## config.mk

```make
export PLATFORM = sky130hd
export DESIGN_NAME = regulator_fault_supervisor
export DESIGN_NICKNAME = d
export VERILOG_FILES = /design/src/verilog/reg_sup_pkg.sv /design/src/verilog/reg_sup_if.sv /design/src/verilog/fault_latch.sv /design/src/verilog/regulator_fault_supervisor.sv
export SDC_FILE = /design/constraint.sdc
export NUM_CORES = 1
export LEC_CHECK = 0
export BUFFER_PORTS_ARGS = -buffer_cell sky130_fd_sc_hd__buf_2
export CAP_MARGIN = 0
export CORE_MARGIN = 3
export CORE_UTILIZATION = 46
export DETAILED_ROUTE_END_ITERATION = 16
export PLACE_DENSITY = 0.77
export SETUP_SLACK_MARGIN = 0.4
export SYNTH_ARGS = -nofsm -noshare
export SYNTH_HDL_FRONTEND = slang
export SYNTH_SLANG_ARGS = --single-unit
```

## constraint.sdc

```tcl
create_clock -name i_clock -period 1.9 [get_ports i_clock]
set_clock_uncertainty 0.1 [all_clocks]
set_input_delay 0.38 -clock i_clock [delete_from_list [all_inputs] [get_ports i_clock]]
set_output_delay 0.38 -clock i_clock [all_outputs]
set_load 0.01 [all_outputs]
```

## src/verilog/reg_sup_pkg.sv

```systemverilog
// package: constants and types shared by the regulator fault supervisor
// assumes a 250 MHz clock and four regulator channels indexed b, c, d, boost
package reg_sup_pkg;
    localparam int  NUM_CH         = 4;
    localparam int  CH_B           = 0;
    localparam int  CH_C           = 1;
    localparam int  CH_D           = 2;
    localparam int  CH_BOOST       = 3;
    localparam int  CLK_MHZ        = 250;
    localparam int  OT_FILTER_US   = 16;
    localparam int  OT_FILTER_CYC  = OT_FILTER_US * CLK_MHZ;
    localparam int  OT_CNT_W       = 12;
    localparam int  OC_LIMIT_CYC   = 7;
    localparam int  OC_CNT_W       = 3;
    localparam int  THR_W          = 8;
    localparam int  CODE_W         = 3;
    localparam int  SS_W           = 2;
    localparam int  SLEW_W         = 2;
    localparam int  PHASE_W        = 2;
    // phase offsets in quarter turns versus pre_regulator_a
    localparam logic [PHASE_W-1:0] PHASE_B     = 2'h2;
    localparam logic [PHASE_W-1:0] PHASE_C     = 2'h1;
    localparam logic [PHASE_W-1:0] PHASE_D     = 2'h3;
    localparam logic [PHASE_W-1:0] PHASE_BOOST = 2'h3;
    localparam logic               SS_DEFAULT  = 1'h1;
    localparam logic               VOV_DEFAULT = 1'h1;
    // fault bit positions within a channel's status word
    localparam int  F_UV = 0;
    localparam int  F_OV = 1;
    localparam int  F_OT = 2;
    localparam int  F_OC = 3;
    localparam int  F_GL = 4;
    localparam int  F_W  = 5;
    typedef enum logic [1:0] {
        ST_OFF     = 2'b00,
        ST_ON      = 2'b01,
        ST_RECOVER = 2'b10
    } dev_state_t;
endpackage

```

## src/verilog/reg_sup_if.sv

```systemverilog
// interface: per-channel fault events passing from the top to the fault latch module
// assumes one clock shared by both ends
`timescale 1ns/10ps
interface reg_sup_if;
    import reg_sup_pkg::*;
    logic [NUM_CH-1:0][F_W-1:0] set_event;
    logic [NUM_CH-1:0][F_W-1:0] clear_req;
    logic [NUM_CH-1:0][F_W-1:0] flags;
    modport top   (output set_event, output clear_req, input flags);
    modport latch (input set_event, input clear_req, output flags);
endinterface

```

## src/verilog/fault_latch.sv

```systemverilog
// module: sticky fault flags for all channels, set wins over clear
// assumes events and clears are synchronous to i_clock
`timescale 1ns/10ps
module fault_latch
    import reg_sup_pkg::*;
(
    input  wire logic i_clock,
    input  wire logic i_nrst,
    reg_sup_if.latch  bus
);
    logic [NUM_CH-1:0][F_W-1:0] flag;
    logic [NUM_CH-1:0][F_W-1:0] next_flag;

    assign next_flag = bus.set_event | (flag & ~bus.clear_req);
    assign bus.flags = flag;

    always_ff @(posedge i_clock or negedge i_nrst) begin
        if (!i_nrst) begin
            flag <= '0;
        end else begin
            flag <= next_flag;
        end
    end
endmodule // fault_latch

```

## src/verilog/regulator_fault_supervisor.sv

```systemverilog
// module: fault supervision and configuration of pre_regulator_b, post_regulator_c/d, boost
// assumes analog comparator flags arrive asynchronously and pass a two-stage synchroniser
`timescale 1ns/10ps

module regulator_fault_supervisor
    import reg_sup_pkg::*;
(
    input  wire logic                         i_clock,
    input  wire logic                         i_nrst,
    // otp selections
    input  wire logic                         i_otp_b_is_main,
    input  wire logic                         i_otp_b_freq_high,
    input  wire logic [CODE_W-1:0]            i_otp_b_vcode,
    input  wire logic                         i_otp_b_oc_high,
    input  wire logic [CODE_W-1:0]            i_otp_c_vcode,
    input  wire logic [CODE_W-1:0]            i_otp_d_vcode,
    input  wire logic                         i_otp_boost_7v,
    input  wire logic                         i_otp_ov_reset_enable,
    input  wire logic [NUM_CH-1:0]            i_otp_reset_list,
    // spi settings
    input  wire logic                         i_spi_wr_vov_disable,
    input  wire logic                         i_spi_wr_ss_disable,
    input  wire logic [NUM_CH-1:0]            i_spi_ss_disable,
    input  wire logic [NUM_CH-1:0][SS_W-1:0]  i_spi_softstart,
    input  wire logic [SLEW_W-1:0]            i_spi_b_slew_rise,
    input  wire logic [SLEW_W-1:0]            i_spi_b_slew_fall,
    input  wire logic [NUM_CH-1:0][THR_W-1:0] i_spi_uv_thr,
    input  wire logic [NUM_CH-1:0][THR_W-1:0] i_spi_ov_thr,
    input  wire logic [NUM_CH-1:0]            i_spi_pg_10pct,
    input  wire logic [NUM_CH-1:0]            i_spi_enable,
    input  wire logic [NUM_CH-1:0][F_W-1:0]   i_spi_clear,
    input  wire logic                         i_seq_permit,
    // analog side
    input  wire logic                         i_wake_pin,
    input  wire logic                         i_vbat_b_ov,
    input  wire logic [NUM_CH-1:0][THR_W-1:0] i_vout_level,
    input  wire logic [NUM_CH-1:0]            i_pg_ok,
    input  wire logic [NUM_CH-1:0]            i_over_temp,
    input  wire logic [NUM_CH-1:0]            i_oc_limit_hit,
    input  wire logic [NUM_CH-1:0]            i_sw_cycle,
    input  wire logic [NUM_CH-1:0]            i_ground_loss,
    // outputs
    output logic                              o_fault_out,
    output logic                              o_reset_out_n,
    output logic [1:0]                        o_dev_state,
    output logic [NUM_CH-1:0]                 o_stage_on,
    output logic [NUM_CH-1:0]                 o_spread_en,
    output logic [NUM_CH-1:0][PHASE_W-1:0]    o_phase,
    output logic                              o_b_freq_high,
    output logic [CODE_W-1:0]                 o_b_vcode,
    output logic [CODE_W-1:0]                 o_c_vcode,
    output logic [CODE_W-1:0]                 o_d_vcode,
    output logic                              o_boost_7v,
    output logic                              o_b_oc_high,
    output logic [NUM_CH-1:0][SS_W-1:0]       o_softstart,
    output logic [SLEW_W-1:0]                 o_b_slew_rise,
    output logic [SLEW_W-1:0]                 o_b_slew_fall,
    output logic                              o_vbat_b_ov_en,
    output logic                              o_vbat_b_ov_status,
    output logic [NUM_CH-1:0]                 o_pg_10pct,
    output logic [NUM_CH-1:0]                 o_pg_status,
    output logic [NUM_CH-1:0][F_W-1:0]        o_fault_flags
);
    // two-flop synchronisers for asynchronous analog flags
    localparam int SYNC_W = 2 + 5 * NUM_CH;
    logic [SYNC_W-1:0] sync_a;
    logic [SYNC_W-1:0] sync_b;
    logic              wake_s;
    logic              vbat_ov_s;
    logic [NUM_CH-1:0] pg_s;
    logic [NUM_CH-1:0] ot_s;
    logic [NUM_CH-1:0] oc_s;
    logic [NUM_CH-1:0] cyc_s;
    logic [NUM_CH-1:0] gl_s;

    always_ff @(posedge i_clock or negedge i_nrst) begin
        if (!i_nrst) begin
            sync_a <= '0;
            sync_b <= '0;
        end else begin
            sync_a <= {i_wake_pin, i_vbat_b_ov, i_pg_ok, i_over_temp,
                       i_oc_limit_hit, i_sw_cycle, i_ground_loss};
            sync_b <= sync_a;
        end
    end
    assign {wake_s, vbat_ov_s, pg_s, ot_s, oc_s, cyc_s, gl_s} = sync_b;

    // configuration passes through registers, except the fixed phase offsets
    logic vov_en;
    logic [NUM_CH-1:0] spread;
    always_ff @(posedge i_clock or negedge i_nrst) begin
        if (!i_nrst) begin
            vov_en <= VOV_DEFAULT;
            spread <= {NUM_CH{SS_DEFAULT}};
        end else begin
            if (i_spi_wr_vov_disable) begin
                vov_en <= 1'b0;
            end
            if (i_spi_wr_ss_disable) begin
                spread <= spread & ~i_spi_ss_disable;
            end
        end
    end

    always_ff @(posedge i_clock or negedge i_nrst) begin
        if (!i_nrst) begin
            o_b_freq_high <= 1'b0;
            o_b_vcode     <= '0;
            o_c_vcode     <= '0;
            o_d_vcode     <= '0;
            o_boost_7v    <= 1'b0;
            o_b_oc_high   <= 1'b0;
            o_softstart   <= '0;
            o_b_slew_rise <= '0;
            o_b_slew_fall <= '0;
            o_pg_10pct    <= '0;
        end else begin
            o_b_freq_high <= i_otp_b_freq_high;
            o_b_vcode     <= i_otp_b_vcode;
            o_c_vcode     <= i_otp_c_vcode;
            o_d_vcode     <= i_otp_d_vcode;
            o_boost_7v    <= i_otp_boost_7v;
            o_b_oc_high   <= i_otp_b_oc_high;
            o_softstart   <= i_spi_softstart;
            o_b_slew_rise <= i_spi_b_slew_rise;
            o_b_slew_fall <= i_spi_b_slew_fall;
            o_pg_10pct    <= i_spi_pg_10pct;
        end
    end
    assign o_spread_en    = spread;
    assign o_vbat_b_ov_en = vov_en;
    assign o_phase        = {PHASE_BOOST, PHASE_D, PHASE_C, PHASE_B};

    // device state machine
    dev_state_t state;
    dev_state_t next_state;
    logic       main_b;
    logic       reset_req;
    logic       main_gl;

    assign main_b  = i_otp_b_is_main;
    assign main_gl = main_b & gl_s[CH_B];

    always_comb begin
        next_state = state;
        case (state)
            ST_OFF:     if (main_b && wake_s && !main_gl) next_state = ST_ON;
            ST_ON:      if (reset_req || !wake_s) next_state = ST_RECOVER;
            ST_RECOVER: if (!reset_req && !main_gl) next_state = ST_OFF;
            default:    next_state = ST_OFF;
        endcase
    end
    always_ff @(posedge i_clock or negedge i_nrst) begin
        if (!i_nrst) begin
            state <= ST_OFF;
        end else begin
            state <= next_state;
        end
    end
    assign o_dev_state = state;

    // per-channel monitors, filters and counters
    reg_sup_if fl ();
    fault_latch u_latch (
        .i_clock (i_clock),
        .i_nrst  (i_nrst),
        .bus     (fl)
    );

    logic [NUM_CH-1:0][OT_CNT_W-1:0] ot_cnt;
    logic [NUM_CH-1:0][OC_CNT_W-1:0] oc_cnt;
    logic [NUM_CH-1:0]               cyc_d;
    logic [NUM_CH-1:0]               uv_ev;
    logic [NUM_CH-1:0]               ov_ev;
    logic [NUM_CH-1:0]               ot_ev;
    logic [NUM_CH-1:0]               oc_ev;
    logic [NUM_CH-1:0]               uv_rst;
    logic [NUM_CH-1:0]               ov_rst;
    logic [NUM_CH-1:0]               gl_rst;
    logic [NUM_CH-1:0]               blocked;
    logic [NUM_CH-1:0]               stage;

    genvar g;
    generate
        for (g = 0; g < NUM_CH; g++) begin : g_ch
            logic cyc_rise;
            logic in_list;
            assign cyc_rise = cyc_s[g] & ~cyc_d[g];
            assign uv_ev[g] = stage[g] & (i_vout_level[g] < i_spi_uv_thr[g]);
            assign ov_ev[g] = i_vout_level[g] > i_spi_ov_thr[g];
            assign ot_ev[g] = ot_cnt[g] == OT_CNT_W'(OT_FILTER_CYC - 1) && ot_s[g];
            assign oc_ev[g] = cyc_rise && oc_s[g]
                              && oc_cnt[g] == OC_CNT_W'(OC_LIMIT_CYC - 1);
            assign in_list  = i_otp_reset_list[g] & i_spi_enable[g];
            assign uv_rst[g] = (g == CH_B && main_b) ? uv_ev[g]
                               : uv_ev[g] & in_list & i_seq_permit;
            assign ov_rst[g] = ov_ev[g] & i_otp_ov_reset_enable & in_list;
            assign gl_rst[g] = gl_s[g] & i_otp_reset_list[g] & i_seq_permit;
            // turn-on blocked by over_temp until its flag is cleared, by ground loss until the flag is cleared and the loss removed
            assign blocked[g] = fl.flags[g][F_OT] | fl.flags[g][F_GL] | gl_s[g]
                                | main_gl;
            assign stage[g] = i_spi_enable[g] & ~blocked[g]
                              & (state == ST_ON || (g != CH_B && !main_b) || !main_b);
            assign fl.set_event[g] = {gl_s[g], oc_ev[g], ot_ev[g], ov_ev[g], uv_ev[g]};
            assign fl.clear_req[g] = i_spi_clear[g];
            assign o_pg_status[g] = (g == CH_B && state == ST_ON) ? 1'b0 : pg_s[g];

            always_ff @(posedge i_clock or negedge i_nrst) begin
                if (!i_nrst) begin
                    ot_cnt[g] <= '0;
                    oc_cnt[g] <= '0;
                    cyc_d[g]  <= 1'b0;
                end else begin
                    cyc_d[g]  <= cyc_s[g];
                    if (!ot_s[g] || ot_ev[g]) begin
                        ot_cnt[g] <= '0;
                    end else begin
                        ot_cnt[g] <= ot_cnt[g] + 1'b1;
                    end
                    if (cyc_rise) begin
                        if (!oc_s[g] || oc_ev[g]) begin
                            oc_cnt[g] <= '0;
                        end else begin
                            oc_cnt[g] <= oc_cnt[g] + 1'b1;
                        end
                    end
                end
            end
        end
    endgenerate

    assign reset_req = |uv_rst | |ov_rst | |gl_rst | main_gl;

    always_ff @(posedge i_clock or negedge i_nrst) begin
        if (!i_nrst) begin
            o_fault_out        <= 1'b0;
            o_reset_out_n      <= 1'b0;
            o_stage_on         <= '0;
            o_vbat_b_ov_status <= 1'b0;
        end else begin
            o_fault_out        <= |fl.flags | |fl.set_event;
            o_reset_out_n      <= ~(reset_req | state == ST_RECOVER);
            o_stage_on         <= stage;
            o_vbat_b_ov_status <= vov_en & vbat_ov_s;
        end
    end
    assign o_fault_flags = fl.flags;
endmodule // regulator_fault_supervisor
```

==> impl_metrics.csv <==
group,metric,value,unit
power_and_ir_drop,ir_drop,703,uV
grt,grt_max_degree,48,
grt,antenna_found_initial,1,
critical_path,rr_endpoint,"o_dev_state[1]",
clocking,cts-root-buf,"clkbuf_16",
timing,fin_tns_setup,-0.627,ns
route,drt_iter0_drc,237,
clocking,insertion_delay,0.41,ns
finish,fin_cells,1405,
worst_hold_path,hp-class,"in -> reg",
synth,syn_area,7920,sq um
grt,gr-total-overflow,0,
finish,nFillCells,1094,
critical_path,worst_r2r_path_depth,6,
timing,finalCriticalPeriod,2.14,ns
route,routed_wl,22.6,mm
route,drc_errors,0,
status,violations,"setup timing",
power_and_ir_drop,p_per_area,730,nW/um^2
grt,grt_pass1_wl,34.1,mm
clocking,cts_sinks,170,
run,maxCapViolations,0,
route,num_vias,6971,
critical_path,r2r-start,"sync_b[1]",
route,dr.pass1.iters,4,
power_and_ir_drop,power.leakage,6.10,nW
finish,layout.nets,1428,
critical_path,end_kind,"flip-flop",
timing,setup_viol,4,
die,dieArea,18800,sq um
clocking,clkTransAtPathRegs,0.07,ns
finish,regArea,4260,sq um
route,met2_length,11.6,mm
grt,grt_pass1_vias,7143,
synth,avgSynthCellArea,10.6,sq um
clocking,cts_tree,"done",
status,status,"finished with violations",
clocking,cts_buffer_depth,2,
placed_design,gp_congestion,0.877,
finish,most-common-layout-cells,"231 x buf_2, 162 x dfrtp_1, 91 x inv_1, 72 x buf_4, 55 x dlygate4sd3_1",
synth,synth_cell_types,57,
worst_hold_path,hold-path-endpoint,"o_spread_en[0]",
die,std_cell_rows,47,
die,io-pin-count,259,
die,die_w,137,microns
worst_hold_path,hold_depth,2,
timing,period_share,1.13,
synth,synth_edf_count,0,
route,routed.top_layer,"met4",
synth,yosysWarnings,0,
finish,multi_input_area,3810,sq um
placed_design,port_buffers,250,
die,coreArea,16700,sq um
finish,final_common_cell,"buf_2",
critical_path,worstPathArrival,2.32,ns
route,met1_length,8.70,mm
placed_design,post-dp-hpwl,16.0,mm
critical_path,rrSetupSlack,-0.24,ns
timing,hold_viol,0,
timing,rsz0062_at_grt,"yes",
placed_design,dpl_cell_area,10200,sq um
critical_path,crit_path_max_fanout,3,
synth,ys_seq_area_frac,0.538,
die,initial_utilization,0.474,
clocking,h-tree-depth,4,
grt,track_usage,0.233,
placed_design,numPlacedInstances,1279,
timing,worst_slack,-0.238,ns
timing,slew_viol_final,0,
critical_path,cp-start-kind,"flip-flop",
route,wire_per_inst,16.1,microns
placed_design,dpl_worst_slack,-0.569,ns
synth,async_flop_share,1.00,
finish,area_growth,54.4,%
synth,synth_flop_cell,"dfrtp_1",
finish,drive_above_1_share,0.424,
worst_hold_path,worstHoldStart,"i_spi_ss_disable[0]",
clocking,cts_buffers,17,
synth,synth_cells,749,
critical_path,required,2.08,ns
route,drt.antenna.violating_nets,0,
die,die_h,137,microns
timing,max_freq,468,MHz
synth,ys_ff_latch,170,
finish,fin_area,12200,sq um
route,wl_met3,1.89,mm
route,viasPerCell,4.96,
critical_path,crit_type,"reg -> reg",
-- layer usage --
layer / up-vias / global-route usage
met5: - / 0
met4: 0 / 0.0643
met3: 38 / 0.0668
met2: 268 / 0.427
met1: 3279 / 0.266
li1: 3386 / -
-- cell families (layout without fill, tap and decap cells) --
kind of cell,after synthesis,after routing,synth area share
other cells,2,9,0.000949
fa+ha+maj,72,72,0.114
simple gates,232,233,0.152
xor+xnor,34,34,0.0376
flops,170,170,0.538
buf+inv,121,548,0.0626
compound gates,118,119,0.0950
-- flip-flops by register name (all words and copies together), names as in the netlist, 2 cells and up --
signal	flops
cyc_d	4
o_b_slew_fall	2
o_b_slew_rise	2
o_b_vcode	3
o_c_vcode	3
o_d_vcode	3
o_dev_state	2
o_pg_10pct	4
o_softstart	8
o_spread_en	4
o_stage_on	4
oc_cnt	12
ot_cnt	48
sync_a	22
sync_b	22
u_latch.bus.flags	20
-- per-stage QoR --
step	util	hold WS, ns	total power, mW
6_report	0.732	0.0203	8.92
3_3_place_gp	0.608	0.232	5.27
3_5_place_dp	0.608	0.235	5.32
5_1_grt	0.732	0.00969	9.35
2_1_floorplan	-	-0.0156	4.63
4_1_cts	0.708	0.00492	8.89
-- report_power, final --
| group | leakage (nW) | switching, mW | total (mW) | internal [mW] |
|---|---|---|---|---|
| registers | 2.12 | 0.168 | 4.00 | 3.84 |
| logic | 3.71 | 0.738 | 1.56 | 0.825 |
| clock network | 0.280 | 1.48 | 3.35 | 1.88 |
-- synthesized netlist by cell type (6+ instances only) --
| master | instances | share of area |
|---|---|---|
| buf_4 | 11 | 0.010 |
| a21o_1 | 7 | 0.0066 |
| nor3b_1 | 11 | 0.010 |
| nand2_1 | 46 | 0.022 |
| inv_1 | 106 | 0.050 |
| o211ai_1 | 6 | 0.0057 |
| a21oi_1 | 27 | 0.017 |
| xnor2_1 | 14 | 0.015 |
| nand4_1 | 31 | 0.025 |
| xor2_1 | 20 | 0.022 |
| nand3_1 | 17 | 0.011 |
| nand2b_1 | 6 | 0.0047 |
| or3_1 | 10 | 0.0079 |
| nor2b_1 | 9 | 0.0071 |
| nor3_1 | 16 | 0.010 |
| ha_1 | 72 | 0.11 |
| dfrtp_1 | 165 | 0.52 |
| o21ai_0 | 39 | 0.025 |
| nor2_1 | 58 | 0.028 |
| and2_1 | 7 | 0.0055 |
-- what timing repair did --
| item | 4_1_cts | 5_1_grt |
|---|---|---|
| gates resized for setup | 92 | 64 |
| endpoints found under the setup margin | 67 | 73 |
| pin swaps | 41 | 51 |
| hold buffers | 55 | 0 |
| buffers inserted | 22 | 14 |
| endpoints found under the hold margin | 96 | 0 |
| cloned | 2 | 0 |
-- critical path, stage by stage, from the launching register on --
cell and delay, ns:
dfrtp_2 0.45, a222oi_1 0.42, o22ai_1 0.13, a311oi_1 0.24, nand4b_1 0.25, nor4b_2 0.30, o22ai_1 0.11
-- how the worst max path moves through the flow --
stage                           startpoint        endpoint  cells after the start
after global placement     i_vout_level[9]  o_dev_state[1]                      9
final                            sync_b[1]  o_dev_state[1]                      6
after floorplan           i_spi_ov_thr[30]  o_dev_state[1]                      9
after global routing             sync_b[1]  o_dev_state[1]                      6
after detailed placement   i_vout_level[9]  o_dev_state[1]                      9
after CTS                        sync_b[1]  o_dev_state[1]                      6
-- layout make-up --
cell class                 count  share of cell area
tap                          220              0.0225
inverter                     106              0.0354
clock buffer                  19              0.0362
antenna                        1            0.000205
multi-input combinational    466               0.312
timing repair buffer         410               0.234
sequential                   170               0.349
clock inverter                13              0.0106
(Power assumes the default switching activity.)
